`config.mk`:
```
export PLATFORM = sky130hd
export DESIGN_NAME = msi_top
export DESIGN_NICKNAME = d
export VERILOG_FILES = /design/src/inc/msi_pkg.sv /design/src/hw/msi_port.sv /design/src/hw/msi_hs_drive.sv /design/src/hw/msi_top.sv
export SDC_FILE = /design/constraint.sdc
export NUM_CORES = 1
export LEC_CHECK = 0
export ABC_AREA = 0
export BUFFER_PORTS_ARGS = -buffer_cell sky130_fd_sc_hd__buf_2
export CAP_MARGIN = 40
export CORE_MARGIN = 5
export CORE_UTILIZATION = 35
export DETAILED_ROUTE_END_ITERATION = 16
export HOLD_SLACK_MARGIN = 0.08
export PLACE_DENSITY = 0.66
export SETUP_SLACK_MARGIN = 0.4
export SLEW_MARGIN = 40
export SYNTH_ARGS = -nofsm -noshare
export SYNTH_HDL_FRONTEND = slang
export SYNTH_SLANG_ARGS = --single-unit
```
`constraint.sdc`:
```
create_clock -name clk_sys -period 1.7 [get_ports clk_sys]
set_input_delay 0.085 -clock clk_sys [delete_from_list [all_inputs] [get_ports clk_sys]]
set_output_delay 0.085 -clock clk_sys [all_outputs]
set_load 0.01 [all_outputs]
```
`src/inc/msi_pkg.sv`:
```
// shared constants and carriers for the modem status input block
package msi_pkg;

    // two serial ports, each with its own copy of the logic
    localparam int NPORT = 2;
    localparam int ADDR_W = 8;
    localparam int DATA_W = 32;

    // register offsets: per-port group repeats every PORT_STRIDE bytes
    localparam logic [ADDR_W-1:0] OFS_IER      = 8'h00;
    localparam logic [ADDR_W-1:0] OFS_MCR      = 8'h04;
    localparam logic [ADDR_W-1:0] OFS_MSR      = 8'h08;
    localparam logic [ADDR_W-1:0] PORT_STRIDE  = 8'h10;
    localparam logic [ADDR_W-1:0] PORT_SPAN    = 8'h20;
    localparam logic [ADDR_W-1:0] OFS_INT_STAT = 8'h20;
    localparam logic [ADDR_W-1:0] OFS_INT_MASK = 8'h24;
    localparam int PORT_IDX_LSB = 4;
    localparam int REG_OFS_W    = 4;

    // field widths and positions
    localparam int IER_W        = 4;
    localparam int IER_MSI_BIT  = 3;
    localparam int MCR_W        = 5;
    localparam int MCR_DTR_BIT  = 0;
    localparam int MCR_RTS_BIT  = 1;
    localparam int MCR_LOOP_BIT = 4;
    localparam int MSR_W        = 8;
    localparam int HS_W         = 4;

    // reset values
    localparam logic [IER_W-1:0] IER_RST = 4'h0;
    localparam logic [MCR_W-1:0] MCR_RST = 5'h00;
    localparam logic [NPORT-1:0] MASK_RST = 2'h0;

    // handshake inputs, ordered so msr = {~levels, change flags}
    typedef struct packed {
        logic carrier_detect_n;
        logic ring_indicator_n;
        logic data_set_ready_n;
        logic clear_to_send_n;
    } msi_hs_in_s;

    // handshake outputs, idle high
    typedef struct packed {
        logic request_to_send_n;
        logic terminal_ready_n;
    } msi_hs_out_s;

    localparam msi_hs_in_s  HS_IN_IDLE  = 4'hf;
    localparam msi_hs_out_s HS_OUT_IDLE = 2'h3;

endpackage : msi_pkg

```
`src/hw/msi_port.sv`:
```
// per-port handshake input sampling, levels and change flags
`timescale 1ns/1ps
module msi_port
    import msi_pkg::*;
(
    input  wire logic             clk_sys, // system clock
    input  wire logic             rst_b,   // async reset, active low
    input  wire logic             ce,      // clock enable
    input  wire msi_hs_in_s       pins_n,  // handshake inputs
    input  wire logic             rd_clr,  // status read, clears flags
    output logic [MSR_W-1:0]      modem_status_reg,     // modem status value
    output logic                  chg      // any input changed
);

    typedef struct packed {
        msi_hs_in_s      last_n;
        logic [HS_W-1:0] delta;
        logic            seen;
    } msi_port_st_s;

    msi_port_st_s    q;
    msi_port_st_s    nxt;
    logic [HS_W-1:0] rise;

    // low to high on an active-low pin; none before the first sample
    assign rise = q.seen ? (~q.last_n & pins_n) : '0;
    assign chg  = ce && q.seen && (pins_n != q.last_n);
    // levels are complemented, change flags in the low nibble
    assign modem_status_reg  = {~q.last_n, q.delta};

    // set wins over the read clear, so no edge is lost
    always_comb begin
        nxt = q;
        if (ce) begin
            nxt.last_n = pins_n;
            nxt.seen   = 1'b1;
            nxt.delta  = (q.delta & ~{HS_W{rd_clr}}) | rise;
        end
    end

    always_ff @(posedge clk_sys or negedge rst_b) begin
        if (!rst_b) begin
            q <= '{last_n: HS_IN_IDLE, delta: '0, seen: 1'b0};
        end else begin
            q <= nxt;
        end
    end
endmodule : msi_port

```
`src/hw/msi_hs_drive.sv`:
```
// per-port request-to-send and terminal-ready output drivers
`timescale 1ns/1ps
module msi_hs_drive
    import msi_pkg::*;
(
    input  wire logic             clk_sys, // system clock
    input  wire logic             rst_b,   // async reset, active low
    input  wire logic             ce,      // clock enable
    input  wire logic [MCR_W-1:0] modem_control_reg,     // modem control value
    output msi_hs_out_s           hs_n     // registered outputs
);

    typedef struct packed {
        msi_hs_out_s out;
    } msi_drv_st_s;

    msi_drv_st_s q;
    msi_drv_st_s nxt;

    // loop mode forces both lines to their idle level
    always_comb begin
        nxt = q;
        if (ce) begin
            nxt.out.request_to_send_n =
                ~(modem_control_reg[MCR_RTS_BIT] & ~modem_control_reg[MCR_LOOP_BIT]);
            nxt.out.terminal_ready_n =
                ~(modem_control_reg[MCR_DTR_BIT] & ~modem_control_reg[MCR_LOOP_BIT]);
        end
    end

    // reset leaves both lines inactive high
    always_ff @(posedge clk_sys or negedge rst_b) begin
        if (!rst_b) begin
            q <= '{out: HS_OUT_IDLE};
        end else begin
            q <= nxt;
        end
    end

    assign hs_n = q.out;
endmodule : msi_hs_drive

```
`src/hw/msi_top.sv`:
```
// modem status input block for two serial ports, apb register slave
//
// What this block does
// - status bit 4 shows the complement of clear-to-send.
// - status bit 5 shows the complement of data-set-ready.
// - status bit 7 shows the complement of carrier-detect.
// - status bit 6 shows the complement of ring-indicator.
// - clear-to-send rising since last status read sets status bit 0.
// - data-set-ready rising since last status read sets status bit 1.
// - carrier-detect rising since last status read sets status bit 3.
// - ring-indicator rising since last status read sets status bit 2.
// - with enable bit 3 and the port's mask bit set, any handshake input change interrupts.
// - clear-to-send never gates or stalls the transmitter.
// - request-to-send follows control bit 1, idle on reset and loop.
// - terminal-ready follows control bit 0, idle on reset and loop.
//
// Design decisions made here: the register offsets and the APB slave port.
`timescale 1ns/1ps
module msi_top
    import msi_pkg::*;
(
    input  wire logic               clk_sys,   // 100 MHz system clock
    input  wire logic               rst_b,     // async reset, active low
    input  wire logic               ce,        // clock enable, freezes all
    input  wire logic               psel,      // apb select
    input  wire logic               penable,   // apb access phase
    input  wire logic               pwrite,    // apb write
    input  wire logic [ADDR_W-1:0]  paddr,     // apb byte address
    input  wire logic [DATA_W-1:0]  pwdata,    // apb write data
    output logic      [DATA_W-1:0]  prdata,    // apb read data
    output logic                    pready,    // apb ready
    output logic                    pslverr,   // apb error, unmapped
    input  wire msi_hs_in_s [NPORT-1:0]  hs_in_n,  // handshake inputs
    output msi_hs_out_s [NPORT-1:0]      hs_out_n, // handshake outputs
    output logic                    irq        // level interrupt
);

    typedef struct packed {
        logic [NPORT-1:0][IER_W-1:0] interrupt_enable_reg;
        logic [NPORT-1:0][MCR_W-1:0] modem_control_reg;
        logic [NPORT-1:0]            int_stat;
        logic [NPORT-1:0]            int_mask;
        logic [DATA_W-1:0]           prdata;
        logic                        pready;
        logic                        pslverr;
        logic                        irq;
    } msi_top_st_s;

    msi_top_st_s                 q;
    msi_top_st_s                 nxt;
    logic [NPORT-1:0][MSR_W-1:0] modem_status_reg;
    logic [NPORT-1:0]            chg;
    logic [NPORT-1:0]            rd_clr;
    logic [NPORT-1:0]            ier_msi;
    logic [NPORT-1:0]            ev;
    logic                        acc;
    logic                        done;
    logic                        in_port;
    logic                        port_idx;
    logic [REG_OFS_W-1:0]        reg_ofs;
    logic                        hit_ier;
    logic                        hit_mcr;
    logic                        hit_msr;
    logic                        hit_ist;
    logic                        hit_msk;
    logic                        hit_any;

    // one independent copy of input and output logic per port
    for (genvar p = 0; p < NPORT; p++) begin : g_port
        msi_port u_port (
            .clk_sys (clk_sys),
            .rst_b   (rst_b),
            .ce      (ce),
            .pins_n  (hs_in_n[p]),
            .rd_clr  (rd_clr[p]),
            .modem_status_reg     (modem_status_reg[p]),
            .chg     (chg[p])
        );
        msi_hs_drive u_drive (
            .clk_sys (clk_sys),
            .rst_b   (rst_b),
            .ce      (ce),
            .modem_control_reg     (q.modem_control_reg[p]),
            .hs_n    (hs_out_n[p])
        );
        assign ier_msi[p] = q.interrupt_enable_reg[p][IER_MSI_BIT];
    end

    // clear-to-send is only reported; no transmit path is gated here

    // apb phases: first access cycle answers, second completes
    assign acc  = psel && penable && !q.pready;
    assign done = psel && penable && q.pready;

    // events only reach the interrupt when the port enables them
    assign ev = chg & ier_msi;

    // address decode; the port group repeats every stride
    always_comb begin
        in_port  = paddr < PORT_SPAN;
        port_idx = paddr[PORT_IDX_LSB];
        reg_ofs  = paddr[REG_OFS_W-1:0];
        hit_ier  = 1'b0;
        hit_mcr  = 1'b0;
        hit_msr  = 1'b0;
        hit_ist  = 1'b0;
        hit_msk  = 1'b0;
        if (in_port && reg_ofs == OFS_IER[REG_OFS_W-1:0]) begin
            hit_ier = 1'b1;
        end else if (in_port && reg_ofs == OFS_MCR[REG_OFS_W-1:0]) begin
            hit_mcr = 1'b1;
        end else if (in_port && reg_ofs == OFS_MSR[REG_OFS_W-1:0]) begin
            hit_msr = 1'b1;
        end else if (paddr == OFS_INT_STAT) begin
            hit_ist = 1'b1;
        end else if (paddr == OFS_INT_MASK) begin
            hit_msk = 1'b1;
        end
        hit_any = hit_ier | hit_mcr | hit_msr | hit_ist | hit_msk;
    end

    // read clear of the port status happens at the answering edge,
    // the same edge that captures prdata, so no flag slips between
    always_comb begin
        rd_clr = '0;
        if (ce && acc && !pwrite && hit_msr) begin
            rd_clr[port_idx] = 1'b1;
        end
    end

    // register file, interrupt status and bus answer
    always_comb begin
        nxt = q;
        if (ce) begin
            nxt.pready   = 1'b0;
            nxt.int_stat = q.int_stat | ev;
            if (acc) begin
                nxt.pready  = 1'b1;
                nxt.pslverr = !hit_any;
                nxt.prdata  = '0;
                if (hit_ier) begin
                    nxt.prdata[IER_W-1:0] = q.interrupt_enable_reg[port_idx];
                end else if (hit_mcr) begin
                    nxt.prdata[MCR_W-1:0] = q.modem_control_reg[port_idx];
                end else if (hit_msr) begin
                    nxt.prdata[MSR_W-1:0] = modem_status_reg[port_idx];
                end else if (hit_ist) begin
                    nxt.prdata[NPORT-1:0] = q.int_stat;
                    if (!pwrite) begin
                        // read clears, a same-cycle event survives
                        nxt.int_stat = ev;
                    end
                end else if (hit_msk) begin
                    nxt.prdata[NPORT-1:0] = q.int_mask;
                end
            end
            // writes land on the completing edge; status is read-only
            if (done && pwrite) begin
                if (hit_ier) begin
                    nxt.interrupt_enable_reg[port_idx] = pwdata[IER_W-1:0];
                end else if (hit_mcr) begin
                    nxt.modem_control_reg[port_idx] = pwdata[MCR_W-1:0];
                end else if (hit_msk) begin
                    nxt.int_mask = pwdata[NPORT-1:0];
                end
            end
            nxt.irq = |(nxt.int_stat & nxt.int_mask);
        end
    end

    always_ff @(posedge clk_sys or negedge rst_b) begin
        if (!rst_b) begin
            q <= '{interrupt_enable_reg: {NPORT{IER_RST}}, modem_control_reg: {NPORT{MCR_RST}},
                   int_stat: '0, int_mask: MASK_RST, prdata: '0,
                   pready: 1'b0, pslverr: 1'b0, irq: 1'b0};
        end else begin
            q <= nxt;
        end
    end

    // every output straight from a flop
    assign prdata  = q.prdata;
    assign pready  = q.pready;
    assign pslverr = q.pslverr;
    assign irq     = q.irq;
endmodule : msi_top

```
Yosys cells after proc, flatten, opt, wreduce, memory -nomap -nowiden
Index checks and enable logic that the tools add are counted.
{"block": "classes", "muxes": 53, "n_bitwise": 28, "reduce_logical": 22, "n_eq_ne": 6, "n_lt_le_gt_ge": 3}
{"cell": "2-bit 2-to-1 mux", "n": 17}
{"cell": "4-bit 2-to-1 mux", "n": 7}
{"cell": "5-bit 2-to-1 mux", "n": 4}
{"cell": "4-bit AND", "n": 4}
{"cell": "8-bit by 6-bit == test with 1-bit output, second input constant", "n": 2}
{"cell": "1-bit 2-to-1 mux", "n": 16}
{"cell": "8-bit 2-to-1 mux", "n": 2}
{"cell": "4-bit NOT", "n": 4}
{"cell": "1-bit logical AND", "n": 14}
{"cell": "10-bit bitwise mux", "n": 1}
{"cell": "8-bit bitwise mux", "n": 1}
{"cell": "8-bit by 6-bit less-than comparator with 1-bit output, second input constant", "n": 1}
{"cell": "4-bit inequality test", "n": 2}
{"cell": "4-bit OR", "n": 2}
{"cell": "1-bit NOT", "n": 7}
{"cell": "6-bit 2-to-1 mux", "n": 1}
{"cell": "5-bit demux with 1-bit select", "n": 1}
{"cell": "1-bit AND", "n": 4}
{"cell": "2-bit AND", "n": 2}
{"cell": "4-bit demux with 1-bit select", "n": 1}
{"cell": "4-bit by 3-bit == test with 1-bit output, second input constant", "n": 1}
{"cell": "4-bit == test, second input constant", "n": 1}
{"cell": "4-bit zero test", "n": 1}
{"cell": "1-bit OR", "n": 4}
{"cell": "10 further kinds", "n": 12}
{"block": "totals", "register_bits": 54, "out_inout_bits": 39, "inputBits": 54, "word_cells": 137}

Depth between registers and ports, before layout
Gate-level depths: netlist (run 1).
{"block": "depth", "depth_word": 13, "mapped_depth": 7, "ltp_nobuf": 7}

Hierarchy
A second synthesis (run 1) with hierarchy kept.
{"block": "hier_totals", "hier_cells": 273, "area_unflattened_um2": 3014.1}
{"mod": "msi_top", "instances": 1, "cells_per_inst": 183, "area_per_inst_um2": 1963.1, "seq_area_each_um2": 825.8}
{"mod": "msi_port", "instances": 2, "cells_per_inst": 38, "area_per_inst_um2": 449.2, "seq_area_each_um2": 230.2}
{"mod": "msi_hs_drive", "instances": 2, "cells_per_inst": 7, "area_per_inst_um2": 76.3, "seq_area_each_um2": 52.6}

Worst setup path before layout (run 1)
No wires, ideal clock.
{"block": "synth_timing", "path_type": "reg-to-reg", "startpoint": "reg q (netlist bit pready)", "endpoint": "reg q[44] (netlist name)", "path_buffers": 1, "arrival_time_ps": 1506, "slack_ps": 69, "period_less_slack_ps": 1631, "required_time_ps": 1575, "stages_incl_launch_ff": 6, "path_cell_list": "dfrtp_1 -> nand3_1 -> or2_1 -> or3_1 -> buf_2 -> mux2_4"}
{"block": "synth_via", "elab_chain_len": 3}
{"element": "start, declared", "line_no": "msi_top.sv:49", "rtl": "msi_top_st_s q;"}
{"element": "start signal, assigned", "line_no": "msi_top.sv:173", "rtl": "q <= '{interrupt_enable_reg: {NPORT{IER_RST}}, modem_control_reg: {NPORT{MCR_RST}},"}
{"element": "start signal, assigned", "line_no": "msi_top.sv:177", "rtl": "q <= nxt;"}
{"element": "1-bit logical AND", "line_no": "msi_top.sv:93", "rtl": "assign done = psel && penable && q.pready;"}
{"element": "1-bit logical AND", "line_no": "msi_top.sv:158", "rtl": "if (done && pwrite) begin"}
{"element": "4-bit AND reduction (no line)"}
No other way between the ends.
A chain may end at the register's enable or synchronous reset.

Final worst setup path (run 1)
{"block": "layout_timing", "startpoint": "reg g_port[1].u_port.q[6] (netlist name)", "endpoint": "reg q (netlist bit irq)"}
{"block": "layout_via", "elab_chain_len": 13}
{"element": "start, declared", "line_no": "msi_port.sv:21", "rtl": "msi_port_st_s q;"}
{"element": "start signal, assigned", "line_no": "msi_port.sv:43", "rtl": "q <= '{last_n: HS_IN_IDLE, delta: '0, seen: 1'b0};"}
{"element": "start signal, assigned", "line_no": "msi_port.sv:45", "rtl": "q <= nxt;"}
{"element": "4-bit inequality test *", "line_no": "msi_port.sv:27", "rtl": "assign chg = ce && q.seen && (pins_n != q.last_n);"}
{"element": "1-bit logical AND *", "line_no": "msi_port.sv:27"}
{"element": "2-bit AND *", "line_no": "msi_top.sv:96", "rtl": "assign ev = chg & ier_msi;"}
{"element": "2-bit OR", "line_no": "msi_top.sv:136", "rtl": "nxt.int_stat = q.int_stat | ev;"}
{"element": "2-bit 2-to-1 mux", "line_no": "msi_top.sv:149", "rtl": "if (!pwrite) begin"}
{"element": "2-bit 2-to-1 mux", "line_no": "msi_top.sv:147", "rtl": "end else if (hit_ist) begin"}
{"element": "2-bit 2-to-1 mux", "line_no": "msi_top.sv:145", "rtl": "end else if (hit_msr) begin"}
{"element": "2-bit 2-to-1 mux", "line_no": "msi_top.sv:143", "rtl": "end else if (hit_mcr) begin"}
{"element": "2-bit 2-to-1 mux", "line_no": "msi_top.sv:141", "rtl": "if (hit_ier) begin"}
{"element": "2-bit 2-to-1 mux *", "line_no": "msi_top.sv:137", "rtl": "if (acc) begin"}
{"element": "2-bit 2-to-1 mux *", "line_no": "msi_top.sv:134", "rtl": "if (ce) begin"}
{"element": "2-bit AND *", "line_no": "msi_top.sv:167", "rtl": "nxt.irq = |(nxt.int_stat & nxt.int_mask);"}
{"element": "2-bit OR reduction *", "line_no": "msi_top.sv:167"}
Mark *: on every way between the ends. The rest lies on a longest branch, timed or not. The select of a mux whose other input is x is not followed.

==> summary.txt, run 1 <==
Die
  – Io pins: 93
  – Die Ht: 101 um
  – Die Wd: 101 um
  – Row cnt: 33
  – Die ar.: 0.0103 mm2
  – Initial Util: 35.8%
  – Core Region: 0.00818 mm2

STA
  – Setup Skew: 14.1 ps
  – Final setup vio count: 0
  – Maximum clock rate: 622 MHz
  – Min cycle time layout: 1610 ps
  – Final period util: 94.6%
  – Unrepaired setup endpoints after global routing: yes
  – Final Max Tran Viols: 0
  – Hold_ws: 102 ps
  – Final hold vios: 0

Synthesis
  – Synthesized area per cell: 10.6 um2
  – Yosys reg bits: 54
  – Async S/R FF share, synth: 100%
  – Top-count cell post-synth: dfrtp_1
  – Synth area leader: dfrtp_1
  – Post-Synthesis Cells: 276
  – Total number of yosys warnings: 0
  – EDFF count, synth: 0
  – Sequential fraction of the synthesis area: 46.7%
  – Main synth FF type: dfrtp_1
  – Top cell type's share of synthesized area: 35.9%
  – Synth top cells by count: dfrtp_1, buf_4, nor2_1, nand2_1, mux2_1
  – Largest cells by area after synthesis: dfrtp_1, dfstp_2, buf_4
  – Mapped Area: 0.00293 mm2
  – Post-synth cell types: 43

Drt
  – ANT nets after route: 0
  – Total wire length: 7140 um
  – DRT iter0 DRCs: 80
  – DR vias: 2275
  – Drt wl/cell: 15.6 um
  – DRC Markers: 0
  – Vias per inst: 4.96
  – Iteration count of the initial detailed-routing pass: 4

Power and ir drop
  – Leakage: 1.80 nW
  – Seq pwr share: 52.9%
  – Internal Power: 1.88 mW
  – Peak supply drop: 0.000321 V
  – Power Density: 691 mW/mm2
  – Sw Pwr: 0.753 mW
  – Comb power frac: 18.8%
  – Clock power frac: 28.4%
  – Net Sw Frac: 28.6%

Critical path
  – Critical Path Fanout Max: 2
  – Worst R2R Start: g_port[1].u_port.q[6]
  – CP Capture Type: flop
  – WP buf/inv: 1
  – CP Data Required Time: 1920 ps
  – Family with the most delay on the worst path: flip-flops
  – Critical path's slowest cell: dfstp_2
  – Most frequent CP cell: a21oi_2
  – CP peak stage delay: 550 ps
  – Critical Path AT: 1830 ps
  – R2r worst-path depth: 7
  – CP Cell Sequence: inv_2, ha_4, and4_4, o21ai_2, a21oi_2, a21oi_2, o22a_1
  – Critical Path Source: g_port[1].u_port.q[6]
  – Critical path launch point type: flop
  – Critical path class: flop to flop
  – R2R Setup Slk: 90 ps
  – R2R Path End: irq

Clock network
  – TritonCTS Sinks: 54
  – Max clock buf depth: 2
  – Latest clock arrival within the worst-skew pair: 320 ps
  – Cts bufs inserted: 5
  – Clock slew at reported path FFs: 110 ps
  – CTS tree: built
  – H-Tree Depth: 2
  – Root buf cell: clkbuf_8

Global routing
  – First-pass GRT wire length: 11100 um
  – Initial antenna violation count: 0
  – Grt ovf: 0
  – Vias in the first global route: 2226
  – Largest net degree at the start of global routing: 38
  – GRT Total Usage: 13.8%

Min path
  – Hold Path Origin: paddr[6]
  – Min-Delay Path Depth: 3
  – Worst Hold End: pslverr
  – Hold Crit Class: input port to flop

Layout
  – Max reg flops: 20
  – Layout area overhead: 30.1%
  – Final instance area: 0.00381 mm2
  – Diodes inserted: 0
  – Layout cells sized above 1: 43.2%
  – Post-layout nets: 415
  – Final core occ: 46.6%
  – Biggest register: q
  – Largest regs: q (20), g_port.u_port.q (9)

Placed design
  – HPWL after detailed placement: 5200 um
  – GP Congestion: 0.895
  – DP Area: 0.00329 mm2
  – PortBufs: 41

Run
  – Max-cap viol count: 0

Outcome
  – Outcome: finished clean
[cell type report]
cell class	instances	area, um2
clock buffers	5	68.8
well taps	105	131
multi-input cells	188	1490
fillers	763	4370
inverters	12	47.5
repair buffers	92	676
clock inverters	3	26.3
flip-flops and latches	54	1370
[per-layer routing]
metal / wire, um / global-route usage [%]
met4: 80 / 3.99
met3: 483 / 2.69
met1: 3300 / 19.6
met2: 3270 / 21.3
met5: 0 / 0
[cell families (layout without fill, tap and decap cells)]
kind of cell    count (synthesis)  count (layout)  share of synthesized area (%)
compound gates                 52              52                           11.3
fa+ha+maj                       8               8                           3.42
buf+inv                        57             112                           11.6
flops                          54              54                           46.7
mux                            35              35                           14.4
other cells                     1              24                          0.128
simple gates                   69              69                           12.4
[cell usage in the layout, fill, tap and decap left out, types with 4 or more instances in the layout]
cell type	n
a21oi_1	9
dfstp_2	12
nor3_1	4
a21oi_2	4
inv_1	7
buf_6	10
clkbuf_8	5
nor2_1	21
ha_1	5
mux2i_1	10
buf_2	40
nand2_1	14
a22o_1	12
buf_4	27
o21ai_0	9
inv_2	4
a31oi_1	6
mux2_4	16
conb_1	24
dlygate4sd3_1	14
dfrtp_1	41
[metrics by stage]
stage / instances / worst slack, ps / power [mW] / setup TNS (ps)
6_report: 459 / 92.1 / 2.63 / 0
2_1_floorplan: 299 / 112 / 1.67 / 0
3_3_place_gp: 424 / -73.7 / 1.79 / -630
3_5_place_dp: 424 / -93.0 / 1.80 / -814
4_1_cts: 450 / 76.4 / 2.59 / 0
5_1_grt: 459 / 21.2 / 2.77 / 0
[worst min-delay path: stages]
cell and delay, ps:
buf_2 120, nor3_2 50, o21ai_1 120
[repair_timing]
action / CTS / global route
hold endpoints to repair: 52 / 0
setup buffers: 4 / 9
hold buffers: 14 / 0
gates resized for setup: 23 / 21
cloned: 0 / 0
endpoints found under the setup margin: 33 / 37
pin swaps: 8 / 11
[worst max-delay path by stage]
stage	endpoint	slack (ps)	depth (start not counted)
floorplan	q[44]	110	5
global placement	q[48]	-70	5
detailed placement	q[47]	-90	5
CTS	irq	80	7
global route	irq	20	7
finish	irq	90	7
[power groups by stage]
stage / clock [mW] / sequential, mW / combinational (mW)
global route: 0.819 / 1.40 / 0.548
floorplan: 0 / 1.41 / 0.255
detailed placement: 0 / 1.41 / 0.384
finish: 0.746 / 1.39 / 0.494
CTS: 0.767 / 1.39 / 0.436
global placement: 0 / 1.41 / 0.378
(Power assumes the default switching activity.)
==> run 2, diff against run 1 <==
- PLACE_DENSITY: 0.66 -> 0.69
==> run 2 against run 1 <==
  * Flip-flop and latch count unchanged
  * Core utilization is 0.29 points lower
  * Largest cell class unchanged
  * Clock skew down 7.5 ps
  * Critical endpoint unchanged
  * Count of clock-buffer cells in the layout up 2
  * Critical path type unchanged
==> summary.txt, run 2 (synthesis results as in run 1) <==
Critical path
  – CP Capture Type: flop (unchanged)
  – Critical path's slowest cell: dfstp_2 (unchanged)
  – R2r worst-path depth: 7 (unchanged)
  – R2R Setup Slk: 60 ps (was 90 ps)
  – Critical Path AT: 1840 ps (was 1830 ps)
  – Critical path class: flop to flop (unchanged)
  – R2R Path End: irq (unchanged)
  – End of the critical path: irq (unchanged)
  – CP Data Required Time: 1900 ps (was 1920 ps)
  – Critical Path Source: g_port[1].u_port.q[8] (was g_port[1].u_port.q[6])
  – CP peak stage delay: 550 ps (about the same)
  – Critical Path Fanout Max: 2 (unchanged)
  – Worst R2R Start: g_port[1].u_port.q[8] (was g_port[1].u_port.q[6])
  – CP Cell Sequence: inv_2, ha_4, and4_1, o21ai_2, a21oi_2, a21oi_1, o22a_1 (was inv_2, ha_4, and4_4, o21ai_2, a21oi_2, a21oi_2, o22a_1)
  – Critical path launch point type: flop (unchanged)

Drt
  – Drt wl/cell: 15.8 um (was 15.6 um)
  – DRC Markers: 0 (unchanged)
  – DRT iter0 DRCs: 84 (was 80)
  – DR vias: 2269 (was 2275)
  – Vias per inst: 4.98 (was 4.96)
  – ANT nets after route: 0 (unchanged)
  – Iteration count of the initial detailed-routing pass: 4 (unchanged)
  – Total wire length: 7220 um (was 7140 um)

STA
  – Final period util: 96.2% (was 94.6%)
  – Setup Skew: 6.64 ps (was 14.1 ps)
  – Hold_ws: 108 ps (was 102 ps)
  – Final Max Tran Viols: 0 (unchanged)
  – Final setup TNS: 0 ps (unchanged)
  – Unrepaired setup endpoints after global routing: yes (unchanged)
  – Min cycle time layout: 1640 ps (was 1610 ps)
  – Final hold vios: 0 (unchanged)
  – Final worst slack: 64.4 ps (was 92.1 ps)
  – Maximum clock rate: 611 MHz (was 622 MHz)
  – Final setup vio count: 0 (unchanged)

Die
  – Die Ht: 101 um (unchanged)
  – Initial Util: 35.8% (unchanged)
  – Die Wd: 101 um (unchanged)
  – Die ar.: 0.0103 mm2 (unchanged)
  – Core Region: 0.00818 mm2 (unchanged)
  – Row cnt: 33 (unchanged)
  – Io pins: 93 (unchanged)

Layout
  – Diodes inserted: 0 (unchanged)
  – Layout cells sized above 1: 43.6% (was 43.2%)
  – Post-layout nets: 412 (was 415)
  – Most common cell after layout, fill and taps aside: dfrtp_1 (unchanged)
  – Final core occ: 46.3% (was 46.6%)
  – Biggest register: q (unchanged)
  – Largest regs: q (20), g_port.u_port.q (9) (unchanged)
  – Most frequent cells in the layout: dfrtp_1, buf_2, buf_4, conb_1, nor2_1 (unchanged)
  – Max reg flops: 20 (unchanged)
  – Filler cells: 753 (was 763)
  – Layout area overhead: 29.2% (was 30.1%)

Power and ir drop
  – Seq pwr share: 53.5% (was 52.9%)
  – Net Sw Frac: 27.2% (was 28.6%)
  – Clock power frac: 28.3% (was 28.4%)
  – Internal Power: 1.90 mW (was 1.88 mW)
  – Total Power: 2.61 mW (was 2.63 mW)
  – Peak supply drop: 0.000317 V (was 0.000321 V)
  – Comb power frac: 18.2% (was 18.8%)
  – Leakage: 1.78 nW (was 1.80 nW)
  – Sw Pwr: 0.709 mW (was 0.753 mW)
  – Power Density: 689 mW/mm2 (was 691 mW/mm2)

Global routing
  – Grt ovf: 0 (unchanged)
  – Initial antenna violation count: 0 (unchanged)
  – Vias in the first global route: 2285 (was 2226)
  – GRT Total Usage: 14.4% (was 13.8%)
  – Largest net degree at the start of global routing: 38 (unchanged)
  – First-pass GRT wire length: 11600 um (was 11100 um)

Clock network
  – Latest clock arrival within the worst-skew pair: 310 ps (was 320 ps)
  – CTS tree: built (unchanged)
  – H-Tree Depth: 2 (unchanged)
  – Clock slew at reported path FFs: 90 ps (was 110 ps)
  – Cts bufs inserted: 5 (unchanged)
  – TritonCTS Sinks: 54 (unchanged)
  – Max clock buf depth: 2 (unchanged)
  – Root buf cell: clkbuf_8 (unchanged)

Min path
  – Hold Path Origin: pwdata[0] (was paddr[6])
  – Hold Crit Class: input port to flop (unchanged)

Placed design
  – GP Congestion: 0.881 (was 0.895)
  – PortBufs: 41 (unchanged)
  – Pre-CTS setup slack: -102 ps (was -93.0 ps)
  – HPWL after detailed placement: 5330 um (was 5200 um)

Run
  – Max-cap viol count: 0 (unchanged)

Outcome
  – Outcome: finished clean (unchanged)
-- run 2: how the worst min path moves through the flow --
| stage | end | slack (ps) | cells after the start |
|---|---|---|---|
| 2_1_floorplan | g_port[0].u_port.modem_status_reg[0] | -210 | 0 |
| 3_3_place_gp | q[55] | 40 | 1 |
| 3_5_place_dp | q[46] | 50 | 1 |
| 4_1_cts | q[40] | 100 | 2 |
| 5_1_grt | q[40] | 100 | 2 |
| 6_report | q[44] | 110 | 2 |
-- run 2: metal layers --
metal  up-vias  share of wire [%]  GRT usage (%)
met5         -                  0              0
met4         0                2.5           5.01
met3        17                6.8           3.58
met2        76                 47           22.9
met1      1109                 44           19.3
li1       1067                  -              -
-- run 2: repair_timing --
action                                  4_1_cts  5_1_grt
hold endpoints to repair                     36        0
hold buffers                                 12        0
resized for setup                            26       21
endpoints found under the setup margin       33       36
pin swaps                                    11       12
buffers inserted                              8        5
-- run 2: power groups by stage --
| stage | Clock (mW) | Combinational, mW | Sequential [mW] |
|---|---|---|---|
| 4_1_cts | 0.752 | 0.435 | 1.39 |
| 2_1_floorplan | 0 | 0.255 | 1.41 |
| 3_5_place_dp | 0 | 0.376 | 1.42 |
| 3_3_place_gp | 0 | 0.369 | 1.41 |
| 5_1_grt | 0.807 | 0.527 | 1.40 |
| 6_report | 0.737 | 0.474 | 1.39 |
-- run 2: cell type report --
type,count,area (um2),area share (%)
Multi-Input combinational cell,188,1500,39.7
Sequential cell,54,1370,36.2
Timing Repair Buffer,89,642,17.0
Tap cell,105,131,3.47
Clock buffer,7,86.3,2.28
Inverter,12,47.5,1.26
Clock inverter,1,5.00,0.132
-- run 2: metrics by stage --
stage,cells,area [um2]
CTS,451,3650
floorplan,299,3090
finish,456,3780
global route,456,3780
global placement,423,3270
detailed placement,423,3270
-- run 2: critical path, delay by kind of cell (launching register included) --
kind | cells | cell delay, ps
simple gates | 1 | 210
buf+inv | 1 | 50
flops | 1 | 550
compound gates | 4 | 480
fa+ha+maj | 1 | 250
